`src/trig_pkg.sv`:
```
/*
 Shared constants for the trigger layer link controller: register
 offsets, field positions, reset values, encodings and timing counts.
 Assumes a single 50 MHz clock domain and the plain register port.
*/
package trig_pkg;
   // Clock rate in hertz
   localparam int CLK_HZ = 50000000;
   // Output trigger pulse length in cycles
   localparam int PULSE_CYCLES = 2;
   // Register offsets (word index on the plain port)
   localparam logic [3:0] OFF_CTRL = 4'h0;
   localparam logic [3:0] OFF_LINES_ARM = 4'h1;
   localparam logic [3:0] OFF_LINES_SCAN = 4'h2;
   localparam logic [3:0] OFF_LINES_MEAS = 4'h3;
   localparam logic [3:0] OFF_DATE = 4'h4;
   localparam logic [3:0] OFF_TIME = 4'h5;
   localparam logic [3:0] OFF_STATUS = 4'h6;
   localparam logic [3:0] OFF_SEQ_CMD = 4'h7;
   // Control register fields
   localparam int CTRL_BYP_ARM = 0;
   localparam int CTRL_BYP_SCAN = 1;
   localparam int CTRL_BYP_MEAS = 2;
   localparam int CTRL_SHARED = 3;
   localparam int CTRL_SRC_LSB = 4;
   localparam int CTRL_CNT_LSB = 10;
   // Source code per layer (2 bits each)
   localparam logic [1:0] SRC_IMM = 2'h0;
   localparam logic [1:0] SRC_EXT = 2'h1;
   localparam logic [1:0] SRC_LINK = 2'h2;
   localparam logic [1:0] SRC_OTHER = 2'h3;
   // Line select fields: input in [2:0], output in [6:4], shared [10:8]
   localparam int LN_IN_LSB = 0;
   localparam int LN_OUT_LSB = 4;
   localparam int LN_SH_LSB = 8;
   localparam logic [2:0] LINE_MIN = 3'h1;
   localparam logic [2:0] LINE_MAX = 3'h6;
   localparam logic [2:0] RST_IN_LINE = 3'h1;
   localparam logic [2:0] RST_OUT_LINE = 3'h2;
   // Date fields: year [27:16], month [11:8], day [4:0]
   localparam logic [11:0] YEAR_MIN = 12'h7CA;
   localparam logic [11:0] YEAR_MAX = 12'h82D;
   localparam logic [3:0] MONTH_MAX = 4'hC;
   localparam logic [4:0] DAY_MAX = 5'h1F;
   // Time fields: hour [28:24], minute [21:16], hundredths [12:0]
   localparam logic [4:0] HOUR_MAX = 5'h17;
   localparam logic [5:0] MIN_MAX = 6'h3B;
   localparam logic [12:0] CS_MAX = 13'h176F;
   localparam logic [31:0] RST_DATE = 32'h07CA0101;
   // Sequence command bits
   localparam int SEQ_ARM = 0;
   localparam int SEQ_ABORT = 1;
   localparam int SEQ_CLR_ERR = 2;
   // Sequencer states
   typedef enum logic [2:0] {
      ST_IDLE, ST_ARM, ST_SCAN, ST_MEAS, ST_ACT
   } layer_t;
   typedef enum logic [1:0] {SQ_IDLE, SQ_ARMED, SQ_RUN} seq_t;
endpackage

```
`src/trig_pulse.sv`:
```
/*
 Fixed length pulse generator for one output trigger.
 Assumes the fire input is a one-cycle request.
*/
`timescale 1ns/10ps
module trig_pulse #(
   parameter int LEN = 2
) (
   // Clock and reset
   input wire logic clk,
   input wire logic rst,
   // Request and pulse
   input wire logic fire,
   output logic pulse
);
   // Remaining cycles of the pulse
   logic [7:0] cnt_reg;
   // Load on request, count down otherwise
   always_ff @(posedge clk) begin
      if (rst) begin
         cnt_reg <= 8'h00;
      end else if (fire) begin
         cnt_reg <= 8'(LEN);
      end else if (cnt_reg != 8'h00) begin
         cnt_reg <= cnt_reg - 8'h01;
      end
   end
   // Pulse is high while counting
   assign pulse = (cnt_reg != 8'h00);
endmodule

```
`src/trig_layer_ctrl.sv`:
```
/*
 Three layer trigger controller with source bypass, link line
 selection, calendar event settings and test sequence arm/abort.
 Assumes a single clock, synchronous inputs, and a host on the plain
 register port that never issues read and write together.
*/
// The implementer's own choices: the strobed register port and the register addresses.
`timescale 1ns/10ps
module trig_layer_ctrl
   import trig_pkg::*;
#(
   parameter int CNT_W = 3,
   parameter int DELAY_CYCLES = 4
) (
   // Clock and reset
   input wire logic CLK,
   input wire logic RST,
   // Register port
   input wire logic [3:0] ADDR,
   input wire logic [31:0] WDATA,
   input wire logic WR,
   input wire logic RD,
   output logic [31:0] RDATA,
   // Trigger link lines, index 0 is line 1
   input wire logic [5:0] LINK_IN,
   output logic [5:0] LINK_OUT,
   output logic [5:0] LINK_OE,
   // Other event sources and completion
   input wire logic EXT_TRIG,
   input wire logic START_EVENT,
   input wire logic ACTION_DONE,
   output logic ACTION_GO,
   output logic COMPLETION_PULSE_OUTPUT,
   // Status
   output logic SEQ_RUNNING,
   output logic CFG_ERROR
);
   import trig_pkg::*;

   // Configuration registers
   logic [31:0] ctrl_reg;
   logic [2:0] in_line_reg [3];
   logic [2:0] out_line_reg [3];
   logic [2:0] shared_line_reg;
   logic [31:0] date_reg;
   logic [31:0] time_reg;
   logic err_reg;
   // Sequencer and test sequence state
   layer_t lay_reg, lay_next;
   seq_t seq_reg;
   logic [2:0] byp_ok_reg; // Bypass still allowed per layer
   logic [CNT_W-1:0] pass_reg [3];
   logic [7:0] dly_reg;
   logic [31:0] rdata_reg;

   // Write decode
   wire wr_ctrl = WR && ADDR == OFF_CTRL;
   wire wr_date = WR && ADDR == OFF_DATE;
   wire wr_time = WR && ADDR == OFF_TIME;
   wire wr_seq = WR && ADDR == OFF_SEQ_CMD;
   wire [2:0] new_in = WDATA[LN_IN_LSB+:3];
   wire [2:0] new_out = WDATA[LN_OUT_LSB+:3];
   wire [2:0] new_sh = WDATA[LN_SH_LSB+:3];
   wire shared_mode = ctrl_reg[CTRL_SHARED];

   // Calendar checks; days per month kept simple, leap years honored
   wire [11:0] yr = WDATA[27:16];
   wire [3:0] mo = WDATA[11:8];
   wire [4:0] dy = WDATA[4:0];
   wire leap = (yr[1:0] == 2'h0);
   wire [4:0] mdays = (mo == 4'h2) ? (leap ? 5'h1D : 5'h1C) :
      (mo == 4'h4 || mo == 4'h6 || mo == 4'h9 || mo == 4'hB) ? 5'h1E
      : DAY_MAX;
   wire date_ok = yr >= YEAR_MIN && yr <= YEAR_MAX && mo != 4'h0 &&
      mo <= MONTH_MAX && dy != 5'h00 && dy <= mdays;
   wire time_ok = WDATA[28:24] <= HOUR_MAX && WDATA[21:16] <= MIN_MAX
      && WDATA[12:0] <= CS_MAX;

   // Per-layer line decode and events
   logic [2:0] line_bad_in, line_bad_out, src_ev, bypass_on;
   logic [2:0] layer_sel;
   logic [5:0] out_fire [3];
   genvar g;
   generate
      for (g = 0; g < 3; g++) begin : g_layer
         wire [1:0] src = ctrl_reg[CTRL_SRC_LSB+2*g+:2];
         wire wr_ln = WR && ADDR == OFF_LINES_ARM + 4'(g);
         wire range_in = new_in >= LINE_MIN && new_in <= LINE_MAX;
         wire range_out = new_out >= LINE_MIN && new_out <= LINE_MAX;
         // Measure layer in shared mode uses the one shared line
         wire use_sh = (g == 2) && shared_mode;
         wire [2:0] il = use_sh ? shared_line_reg : in_line_reg[g];
         wire [2:0] ol = use_sh ? shared_line_reg : out_line_reg[g];
         // Conflicts are checked against the line held now
         assign line_bad_in[g] = wr_ln && (new_in == out_line_reg[g]
            || !range_in);
         assign line_bad_out[g] = wr_ln && (new_out == in_line_reg[g]
            || !range_out);
         // Selected source event of this layer
         assign src_ev[g] = (src == SRC_IMM) ||
            (src == SRC_EXT && EXT_TRIG) ||
            (src == SRC_LINK && LINK_IN[il - 3'h1]);
         // Bypass only for external or link source, first pass only
         assign bypass_on[g] = ctrl_reg[CTRL_BYP_ARM+g] &&
            byp_ok_reg[g] && (src == SRC_EXT || src == SRC_LINK);
         // Route leave-layer pulse to link line or completion
         assign out_fire[g] = (layer_sel[g] && src == SRC_LINK) ?
            6'(1) << (ol - 3'h1) : 6'h00;
         // Line selection registers
         always_ff @(posedge CLK) begin
            if (RST) begin
               in_line_reg[g] <= RST_IN_LINE;
               out_line_reg[g] <= RST_OUT_LINE;
            end else if (wr_ln) begin
               if (!line_bad_in[g]) begin
                  in_line_reg[g] <= new_in;
               end
               if (!line_bad_out[g]) begin
                  out_line_reg[g] <= new_out;
               end
            end
         end
      end
   endgenerate

   // Layer exit strobes: arm/scan only with bypass enabled
   wire leave_arm = lay_reg == ST_ARM && lay_next != ST_ARM;
   wire leave_scan = lay_reg == ST_SCAN && lay_next != ST_SCAN;
   wire meas_done = lay_reg == ST_ACT && ACTION_DONE;
   assign layer_sel[0] = leave_arm && ctrl_reg[CTRL_BYP_ARM];
   assign layer_sel[1] = leave_scan && ctrl_reg[CTRL_BYP_SCAN];
   assign layer_sel[2] = meas_done;
   wire [5:0] link_fire = out_fire[0] | out_fire[1] | out_fire[2];
   wire [2:0] src_is_link;
   assign src_is_link[0] = ctrl_reg[CTRL_SRC_LSB+:2] == SRC_LINK;
   assign src_is_link[1] = ctrl_reg[CTRL_SRC_LSB+2+:2] == SRC_LINK;
   assign src_is_link[2] = ctrl_reg[CTRL_SRC_LSB+4+:2] == SRC_LINK;
   wire comp_fire = |(layer_sel & ~src_is_link);

   // Pass counts per layer from the control register
   wire [CNT_W-1:0] cnt_arm = ctrl_reg[CTRL_CNT_LSB+:CNT_W];
   wire [CNT_W-1:0] cnt_scan = ctrl_reg[CTRL_CNT_LSB+CNT_W+:CNT_W];
   wire [CNT_W-1:0] cnt_meas = ctrl_reg[CTRL_CNT_LSB+2*CNT_W+:CNT_W];
   wire delay_done = dly_reg == 8'h00;

   // Layer sequencer: arm, scan, measure, then device action
   always_comb begin
      lay_next = lay_reg;
      case (lay_reg)
         ST_IDLE: begin
            if (seq_reg == SQ_RUN) begin
               lay_next = ST_ARM;
            end
         end
         ST_ARM: begin
            // Arm layer has no delay
            if (bypass_on[0] || src_ev[0]) begin
               lay_next = ST_SCAN;
            end
         end
         ST_SCAN: begin
            // Bypass skips both wait and delay
            if (bypass_on[1] || (src_ev[1] && delay_done)) begin
               lay_next = ST_MEAS;
            end
         end
         ST_MEAS: begin
            if (bypass_on[2] || (src_ev[2] && delay_done)) begin
               lay_next = ST_ACT;
            end
         end
         ST_ACT: begin
            if (ACTION_DONE) begin
               if (pass_reg[2] + 1'b1 < cnt_meas) begin
                  lay_next = ST_MEAS;
               end else if (pass_reg[1] + 1'b1 < cnt_scan) begin
                  lay_next = ST_SCAN;
               end else if (pass_reg[0] + 1'b1 < cnt_arm) begin
                  lay_next = ST_ARM;
               end else begin
                  lay_next = ST_IDLE;
               end
            end
         end
         default: lay_next = ST_IDLE;
      endcase
      // Abort overrides any layer
      if (seq_reg != SQ_RUN) begin
         lay_next = ST_IDLE;
      end
   end

   // Sequencer state, pass counters and bypass eligibility
   always_ff @(posedge CLK) begin
      if (RST) begin
         lay_reg <= ST_IDLE;
         byp_ok_reg <= 3'h7;
         for (int i = 0; i < 3; i++) begin
            pass_reg[i] <= '0;
         end
      end else begin
         lay_reg <= lay_next;
         if (lay_next == ST_IDLE) begin
            byp_ok_reg <= 3'h7;
            for (int i = 0; i < 3; i++) begin
               pass_reg[i] <= '0;
            end
         end else if (meas_done) begin
            // Repeat passes lose bypass; outer return re-arms inner
            if (lay_next == ST_MEAS) begin
               byp_ok_reg[2] <= 1'b0;
               pass_reg[2] <= pass_reg[2] + 1'b1;
            end else if (lay_next == ST_SCAN) begin
               byp_ok_reg[1] <= 1'b0;
               byp_ok_reg[2] <= 1'b1;
               pass_reg[1] <= pass_reg[1] + 1'b1;
               pass_reg[2] <= '0;
            end else begin
               byp_ok_reg[0] <= 1'b0;
               byp_ok_reg[2:1] <= 2'h3;
               pass_reg[0] <= pass_reg[0] + 1'b1;
               pass_reg[1] <= '0;
               pass_reg[2] <= '0;
            end
         end
      end
   end

   // Layer delay counter, loaded on entry to scan or measure
   always_ff @(posedge CLK) begin
      if (RST) begin
         dly_reg <= 8'h00;
      end else if (lay_next != lay_reg) begin
         dly_reg <= 8'(DELAY_CYCLES);
      end else if (!delay_done) begin
         dly_reg <= dly_reg - 8'h01;
      end
   end

   // Test sequence arm, start and abort
   always_ff @(posedge CLK) begin
      if (RST) begin
         seq_reg <= SQ_IDLE;
      end else if (wr_seq && WDATA[SEQ_ABORT]) begin
         seq_reg <= SQ_IDLE;
      end else if (wr_seq && WDATA[SEQ_ARM]) begin
         seq_reg <= SQ_ARMED;
      end else if (seq_reg == SQ_ARMED && START_EVENT) begin
         seq_reg <= SQ_RUN;
      end else if (seq_reg == SQ_RUN && lay_reg == ST_ACT &&
            lay_next == ST_IDLE) begin
         seq_reg <= SQ_IDLE;
      end
   end

   // Control, shared line, date and time registers
   always_ff @(posedge CLK) begin
      if (RST) begin
         ctrl_reg <= 32'h00000000;
         shared_line_reg <= RST_IN_LINE;
         date_reg <= RST_DATE;
         time_reg <= 32'h00000000;
      end else begin
         if (wr_ctrl) begin
            ctrl_reg <= WDATA;
         end
         if (WR && ADDR == OFF_LINES_MEAS && new_sh >= LINE_MIN &&
               new_sh <= LINE_MAX) begin
            shared_line_reg <= new_sh;
         end
         if (wr_date && date_ok) begin
            date_reg <= {4'h0, yr, 3'h0, 1'b0, mo, 3'h0, dy};
         end
         if (wr_time && time_ok) begin
            time_reg <= WDATA & 32'h1F3F1FFF;
         end
      end
   end

   // Sticky error; a new error in the clear cycle wins
   wire err_set = |line_bad_in || |line_bad_out ||
      (wr_date && !date_ok) || (wr_time && !time_ok);
   always_ff @(posedge CLK) begin
      if (RST) begin
         err_reg <= 1'b0;
      end else if (err_set) begin
         err_reg <= 1'b1;
      end else if (wr_seq && WDATA[SEQ_CLR_ERR]) begin
         err_reg <= 1'b0;
      end
   end

   // Read mux, data registered one cycle later
   wire [1:0] rd_idx = 2'(ADDR - OFF_LINES_ARM);
   wire [31:0] rd_mux =
      (ADDR == OFF_CTRL) ? ctrl_reg :
      (ADDR >= OFF_LINES_ARM && ADDR <= OFF_LINES_MEAS) ?
         {21'h0, (rd_idx == 2'h2) ? shared_line_reg : 3'h0, 1'b0,
         out_line_reg[rd_idx], 1'b0, in_line_reg[rd_idx]} :
      (ADDR == OFF_DATE) ? date_reg :
      (ADDR == OFF_TIME) ? time_reg :
      (ADDR == OFF_STATUS) ? {23'h0, 3'(lay_reg), 3'h0, err_reg,
         2'(seq_reg)} : 32'h00000000;
   always_ff @(posedge CLK) begin
      if (RST) begin
         rdata_reg <= 32'h00000000;
      end else begin
         rdata_reg <= RD ? rd_mux : 32'h00000000;
      end
   end
   assign RDATA = rdata_reg;

   // Output pulse stretchers, one per link line plus completion
   logic [6:0] pulses;
   generate
      for (g = 0; g < 7; g++) begin : g_pulse
         trig_pulse #(.LEN(PULSE_CYCLES)) u_pulse (
            .clk(CLK),
            .rst(RST),
            .fire(g < 6 ? link_fire[g % 6] : comp_fire),
            .pulse(pulses[g])
         );
      end
   endgenerate
   assign LINK_OUT = pulses[5:0];
   assign LINK_OE = pulses[5:0];
   assign COMPLETION_PULSE_OUTPUT = pulses[6];
   assign ACTION_GO = lay_reg == ST_ACT;
   assign SEQ_RUNNING = seq_reg == SQ_RUN;
   assign CFG_ERROR = err_reg;

   // Conflicting input write never changes the input line
   property p_in_keep;
      @(posedge CLK) disable iff (RST)
      line_bad_in[0] |=> in_line_reg[0] == $past(in_line_reg[0]);
   endproperty
   a_in_keep: assert property (p_in_keep)
      else $error("input line changed on conflict");
   property p_out_keep;
      @(posedge CLK) disable iff (RST)
      line_bad_out[1] |=> out_line_reg[1] == $past(out_line_reg[1]);
   endproperty
   a_out_keep: assert property (p_out_keep)
      else $error("output line changed on conflict");
   property p_err_sticky;
      @(posedge CLK) disable iff (RST)
      err_set |=> CFG_ERROR;
   endproperty
   a_err_sticky: assert property (p_err_sticky)
      else $error("error flag not set");
   property p_meas_pulse;
      @(posedge CLK) disable iff (RST)
      meas_done && !src_is_link[2] |=> COMPLETION_PULSE_OUTPUT [*2];
   endproperty
   a_meas_pulse: assert property (p_meas_pulse)
      else $error("measure trigger missing");
   property p_no_pulse;
      @(posedge CLK) disable iff (RST)
      leave_arm && !ctrl_reg[CTRL_BYP_ARM] |-> !layer_sel[0];
   endproperty
   a_no_pulse: assert property (p_no_pulse)
      else $error("arm trigger without bypass");
   property p_abort;
      @(posedge CLK) disable iff (RST)
      wr_seq && WDATA[SEQ_ABORT] |=> !SEQ_RUNNING ##1 lay_reg == ST_IDLE;
   endproperty
   a_abort: assert property (p_abort)
      else $error("abort did not stop sequence");
   property p_start;
      @(posedge CLK) disable iff (RST)
      $rose(SEQ_RUNNING) |-> $past(START_EVENT);
   endproperty
   a_start: assert property (p_start)
      else $error("sequence started without event");
   property p_wait;
      @(posedge CLK) disable iff (RST)
      lay_reg == ST_ARM && !bypass_on[0] && !src_ev[0] && SEQ_RUNNING
      && !(wr_seq && WDATA[SEQ_ABORT]) |=> lay_reg == ST_ARM;
   endproperty
   a_wait: assert property (p_wait)
      else $error("arm layer left without event");
endmodule

```
`config.mk`:
```
export PLATFORM = sky130hd
export DESIGN_NAME = trig_layer_ctrl
export DESIGN_NICKNAME = d
export VERILOG_FILES = /design/src/trig_pkg.sv /design/src/trig_pulse.sv /design/src/trig_layer_ctrl.sv
export SDC_FILE = /design/constraint.sdc
export NUM_CORES = 1
export LEC_CHECK = 0
export BUFFER_PORTS_ARGS = -buffer_cell sky130_fd_sc_hd__buf_2
export CAP_MARGIN = 30
export CORE_ASPECT_RATIO = 0.9
export CORE_MARGIN = 2
export CORE_UTILIZATION = 50
export DETAILED_ROUTE_END_ITERATION = 12
export PLACE_DENSITY = 0.69
export SLEW_MARGIN = 30
export SYNTH_ARGS = -nofsm -noshare
export SYNTH_HDL_FRONTEND = slang
export SYNTH_SLANG_ARGS = --single-unit
```
`constraint.sdc`:
```
create_clock -name CLK -period 5.45 [get_ports CLK]
set_input_delay 0.8175 -clock CLK [delete_from_list [all_inputs] [get_ports CLK]]
set_output_delay 0.8175 -clock CLK [all_outputs]
set_load 0.02 [all_outputs]
```
Word-level counts from Yosys, hierarchy flattened
Memories as Yosys holds them, arrays and structs flattened.
Cells that the tools add are included.

storage, ports and cells
  output and inout port bits = 48
  flip-flop bits (word level) = 185
  memories = 3
  word-level logic and storage cells = 376
  bits in writable memories = 27

operators by class
  shift operators = 3
  bitwise logic cells = 22
  magnitude comparators = 21
  $add $sub $neg = 18
  eq/ne operators = 38
  muxes and demuxes = 114
  reduce and logical (&&, ||, !) cells = 129

memory list
  memory        words  bits a word  read ports  clocked after Yosys merged registers in  write ports  line                   text
  in_line_reg   3      3            4           0                                        3            trig_layer_ctrl.sv:42  logic [2:0] in_line_reg [3];
  out_line_reg  3      3            4           0                                        3            trig_layer_ctrl.sv:43  logic [2:0] out_line_reg [3];
  pass_reg      3      3            3           0                                        3            trig_layer_ctrl.sv:52  logic [CNT_W-1:0] pass_reg [3];

operators by type and width
  kind                    count
  $mux W29                3
  $mux W3                 26
  $sub A8 B1 Y8 const B   8
  $logic_and A1 B1 Y1     57
  $mux W1                 57
  $reduce_bool A8 Y1      7
  $mux W2                 19
  $mux W32                1
  $eq A4 B3 Y1 const B    6
  $logic_or A1 B1 Y1      24
  $reduce_or A2 Y1        10
  $eq A3 B3 Y1            6
  $mux W6                 3
  $reduce_bool A2 Y1      9
  $shl A1 B3 Y6 const A   3
  $sub A3 B1 Y3 const B   6
  $or A1 B1 Y1            15
  $pmux W3 S5             1
  $le A13 B13 Y1 const B  1
  $eq A3 B2 Y1 const B    4
  $eq A4 B2 Y1 const B    3
  $ge A12 B11 Y1 const B  1
  $le A12 B12 Y1 const B  1
  $lt A3 B4 Y1 const B    3
  other kinds (40)        71

Depth between registers and ports, before layout
An unclocked memory read counts as a cell.

  word-level depth = 21
  depth in mapped cells = 14
  depth with buffers taken out = 11

By module
Synthesis repeated with hierarchy kept, for this count alone.

unflattened totals
  cells, all modules = 1330
  area, all modules = 11372.2 sq um

modules (own cells, without submodules)
  module           area each (sq um)  instances  cells each
  trig_layer_ctrl  8385.5             1          980
  trig_pulse       426.7              7          50

Worst setup path before layout
No wires, ideal clock.

  kind = input-to-reg
  start point = input port WDATA[9]
  end point = register date_reg[8]
  cell stages on the path = 12
  library setup time = 0.129 ns
  path slack = 2.144 ns
  arrival = 3.176 ns
  path buffers = 3
  cells stage by stage = clkbuf_1 nor4b_1 ha_1 nor2b_1 o2111ai_1 a21oi_1 a2111oi_0 and3_1 clkbuf_1 buf_2 mux2i_1 nand2_1

between the ends
  word-level cells in the longest chain between the ends = 9

RTL lines
  element                           line                    text
  start, declared                   trig_layer_ctrl.sv:20   input wire logic [31:0] WDATA,
  $eq A4 B3 Y1                      trig_layer_ctrl.sv:72   (mo == 4'h4 || mo == 4'h6 || mo == 4'h9 || mo == 4'hB) ? 5'h1E
  $logic_or A1 B1 Y1 (3 in series)  trig_layer_ctrl.sv:72
  $mux W1                           trig_layer_ctrl.sv:72
  $mux W2                           trig_layer_ctrl.sv:71   wire [4:0] mdays = (mo == 4'h2) ? (leap ? 5'h1D : 5'h1C) :
  $le A5 B5 Y1                      trig_layer_ctrl.sv:75   mo <= MONTH_MAX && dy != 5'h00 && dy <= mdays;
  $logic_and A1 B1 Y1 *             trig_layer_ctrl.sv:75
  $logic_and A1 B1 Y1 *             trig_layer_ctrl.sv:271  if (wr_date && date_ok) begin
  end signal, assigned              trig_layer_ctrl.sv:272  date_reg <= {4'h0, yr, 3'h0, 1'b0, mo, 3'h0, dy};
  end, declared                     trig_layer_ctrl.sv:45   logic [31:0] date_reg;

Mark *: on every way between the ends. The rest lies on a longest branch, timed or not.
A chain may end at the register's enable or synchronous reset.

Final worst setup path
  start point = register ctrl_reg[3]
  end point = register g_pulse[6].u_pulse.cnt_reg[1]

between the ends
  word-level cells in the longest chain between the ends = 17

RTL lines
  element                                        line                                            text
  start, declared                                trig_layer_ctrl.sv:41                           logic [31:0] ctrl_reg;
  start signal, assigned                         trig_layer_ctrl.sv:259                          ctrl_reg <= 32'h00000000;
  start signal, assigned                         trig_layer_ctrl.sv:265                          ctrl_reg <= WDATA;
  $mux W3 *                                      trig_layer_ctrl.sv:92                           wire [2:0] il = use_sh ? shared_line_reg : in_line_reg[g];
  $sub A3 B1 Y3 *                                trig_layer_ctrl.sv:102                          (src == SRC_LINK && LINK_IN[il - 3'h1]);
  $bmux W1 S3 *                                  trig_layer_ctrl.sv:102
  $mux W1 (not written as such) *                trig_layer_ctrl.sv:102
  $logic_and A1 B1 Y1 *                          trig_layer_ctrl.sv:102
  $logic_or A1 B1 Y1 *                           trig_layer_ctrl.sv:101                          (src == SRC_EXT && EXT_TRIG) ||
  $logic_and A1 B1 Y1 *                          trig_layer_ctrl.sv:168                          if (bypass_on[2] || (src_ev[2] && delay_done)) begin
  $logic_or A1 B1 Y1 *                           trig_layer_ctrl.sv:168
  $mux W3 *                                      trig_layer_ctrl.sv:168
  $pmux W3 S5 *                                  trig_layer_ctrl.sv:149                          case (lay_reg)
  $mux W3 *                                      trig_layer_ctrl.sv:188                          if (seq_reg != SQ_RUN) begin
  $ne A3 B1 Y1 or $ne A3 B2 Y1 (tied branches)   trig_layer_ctrl.sv:127, trig_layer_ctrl.sv:128
  $logic_and A1 B1 Y1 (on tied branches)         trig_layer_ctrl.sv:127, trig_layer_ctrl.sv:128
  $logic_and A1 B1 Y1 (on tied branches)         trig_layer_ctrl.sv:130, trig_layer_ctrl.sv:131
  $and A3 B3 Y3 *                                trig_layer_ctrl.sv:138                          wire comp_fire = |(layer_sel & ~src_is_link);
  $reduce_or A3 Y1 *                             trig_layer_ctrl.sv:138
  $mux W2 or $reduce_bool A2 Y1 (tied branches)  n/a
  end signal, assigned                           trig_pulse.sv:23                                cnt_reg <= 8'(LEN);
  end signal, assigned                           trig_pulse.sv:25                                cnt_reg <= cnt_reg - 8'h01;
  end, declared                                  trig_pulse.sv:17                                logic [7:0] cnt_reg;

Mark *: on every way between the ends. The rest lies on a longest branch, timed or not. The select of a mux whose other input is x is not followed.

==> qor.csv <==
metric,value,unit
status,"finished, final reports clean",
cts_tree,yes,
worst_pin_slew,0.9465,ns
wl_per_cell,17.78,µm
maxCapViolations,0,
period_needed,3.580,ns
vias,9914,
path_class,reg -> reg,
hold_class,reg -> reg,
grt_pass1_vias,9389,
rsz0062_at_grt,no,
rows,52,
htree_levels,1,
nets,1471,
dp_slack,1.815,ns
cts_root_buf,clkbuf_16,
routabilityCongestion,0.8804,
arrival,4.04,ns
synth_flop_cell,dfxtp_1,
drt_iter0_markers,791,
die_w,162.1,µm
cp-end-kind,flop,
synth_top_area_frac,0.3293,
yosysUniqueCellTypes,77,
tns,0,ns
antenna_cells,0,
post_drt_via_cell_ratio,5.846,
die_y,146.3,µm
largest_reg_flops,56,
powerDensity,416.0,mW/mm²
syn_inst,1340,
finalCritPeriodShare,0.6568,
clock_sinks,212,
dp_hpwl,20850,µm
overflow,0,
synth_edf_count,27,
grt_max_degree,80,
synth_area_leaders,"dfxtp_1 (33%), edfxtp_1 (7.2%), nand2_1 (5.5%)",
synth_area,0.01125,mm²
finalHoldViolations,0,
skew,0.007639,ns
grt_pass1_wl,49100,µm
coreArea,0.02232,mm²
netlist.top_cell.by_area,dfxtp_1,
drv_slew,0,
fmax,0.2794,GHz
hold_buffers,0,
path_max_fanout,14,
clkTransAtPathRegs,0.06,ns
io_pins,97,
async_reset_ff_frac,0,
syn-mean-instance-area,8.393,µm²
ys_ff_latch,212,
drc,0,
port_buffers,96,
p_leak,4.976,nW
cts_resized,0,
yosysSeqAreaShare,0.4014,
power,0.005270,W
die-area,0.02371,mm²
clock_path_buffers,3,
final_common_cell,dfxtp_1,
start_util,0.5040,
finalSetupViolations,0,
nFillCells,1980,
mostFrequentLayoutCells,"dfxtp_1 (185), nand2_1 (164), nor2_1 (123)",
cp.required,5.91,ns
cp-start-kind,flop,
area_growth,12.64,%
fin_ws,1.870,ns
relSlewSlack,0.3683,
drt-total-wl,30150,µm
grt_antenna_before_repair,0,
ir_drop,0.2275,mV
gr-usage-all-layers,0.2535,
cts_setup_buffers,0,
syn-num-nets,1430,
postRouteAntennaNets,0,
yosysWarnings,0,
clkLatencyLatePin,0.52,ns
drtPass1Iterations,5,
drive_above_1_share,0.1294,
numCtsBuffers,24,
cell families after synthesis:
kind of cell | Yosys count | share of synthesized area
AND/OR/NAND/NOR | 571 | 0.2556
AO/OA/AOI/OAI | 257 | 0.1448
flip-flops | 212 | 0.4014
buffers and inverters | 149 | 0.05607
multiplexers | 60 | 0.05751
XOR/XNOR | 50 | 0.03894
adder cells (fa/ha/maj) | 41 | 0.04561
through the flow:
stage          hold WS (ns)  cells  area [µm²]  utilization
2_1_floorplan        0.4249   1340       11250            -
3_3_place_gp         0.4394   1652       11770       0.5272
3_5_place_dp         0.4451   1652       11770       0.5273
4_1_cts              0.4518   1696       12640       0.5663
5_1_grt              0.4723   1696       12670       0.5677
6_report             0.4551   1696       12670       0.5677
worst paths after layout:
kind / cells after the start / from / slack, ns / endpoint
setup / recovery: 9 / ctrl_reg[3]$_SDFFE_PP0P_ / 1.87 / g_pulse[6].u_pulse.cnt_reg[1]$_SDFFE_PP0P_
hold / removal: 2 / ctrl_reg[30]$_SDFFE_PP0P_ / 0.46 / ctrl_reg[30]$_SDFFE_PP0P_
setup reg to reg: 9 / ctrl_reg[3]$_SDFFE_PP0P_ / 1.87 / g_pulse[6].u_pulse.cnt_reg[1]$_SDFFE_PP0P_
hold reg to reg: 2 / ctrl_reg[30]$_SDFFE_PP0P_ / 0.46 / ctrl_reg[30]$_SDFFE_PP0P_
worst max-delay path, stage by stage (launching register included):
cell	delay (ns)
dfxtp_1	0.73
mux2i_4	0.40
ha_1	0.34
mux2i_1	0.20
mux2i_1	0.09
mux2_4	0.32
a311o_1	0.40
and2_4	0.22
a211oi_2	0.59
o31a_1	0.23
power by group:
group / internal (W) / switching, W
clock: 0.00105 / 0.000667
combinational: 0.000687 / 0.000895
sequential: 0.00179 / 0.000179
Yosys cell counts, types with 19 or more instances:
library cell  count
a21oi_1          82
a22oi_1          24
and3_1           42
clkbuf_1         67
dfxtp_1         185
edfxtp_1         27
ha_1             41
inv_1            58
mux2i_1          53
nand2_1         164
nand3_1          39
nor2_1          125
nor3_1           50
nor3b_1          19
nor4_1           25
o21ai_0          59
xnor2_1          29
xor2_1           21
metal layers:
layer | vias up | track usage | routed length (µm)
met5 | - | 0 | 0
met4 | 0 | 0.06903 | 732
met3 | 55 | 0.04375 | 1930
met2 | 329 | 0.4157 | 13940
met1 | 4689 | 0.3460 | 13550
li1 | 4841 | - | -
layout make-up:
class                      count  area [µm²]  area share
clock inverter                10       127.6     0.01007
sequential                   212        4514      0.3563
tap                          297       371.6     0.02933
inverter                      58       217.7     0.01719
timing repair buffer         106       558.0     0.04405
multi-input combinational    979        6137      0.4844
clock buffer                  34       742.0     0.05857
Note: power is estimated with default switching activity, not from simulation.
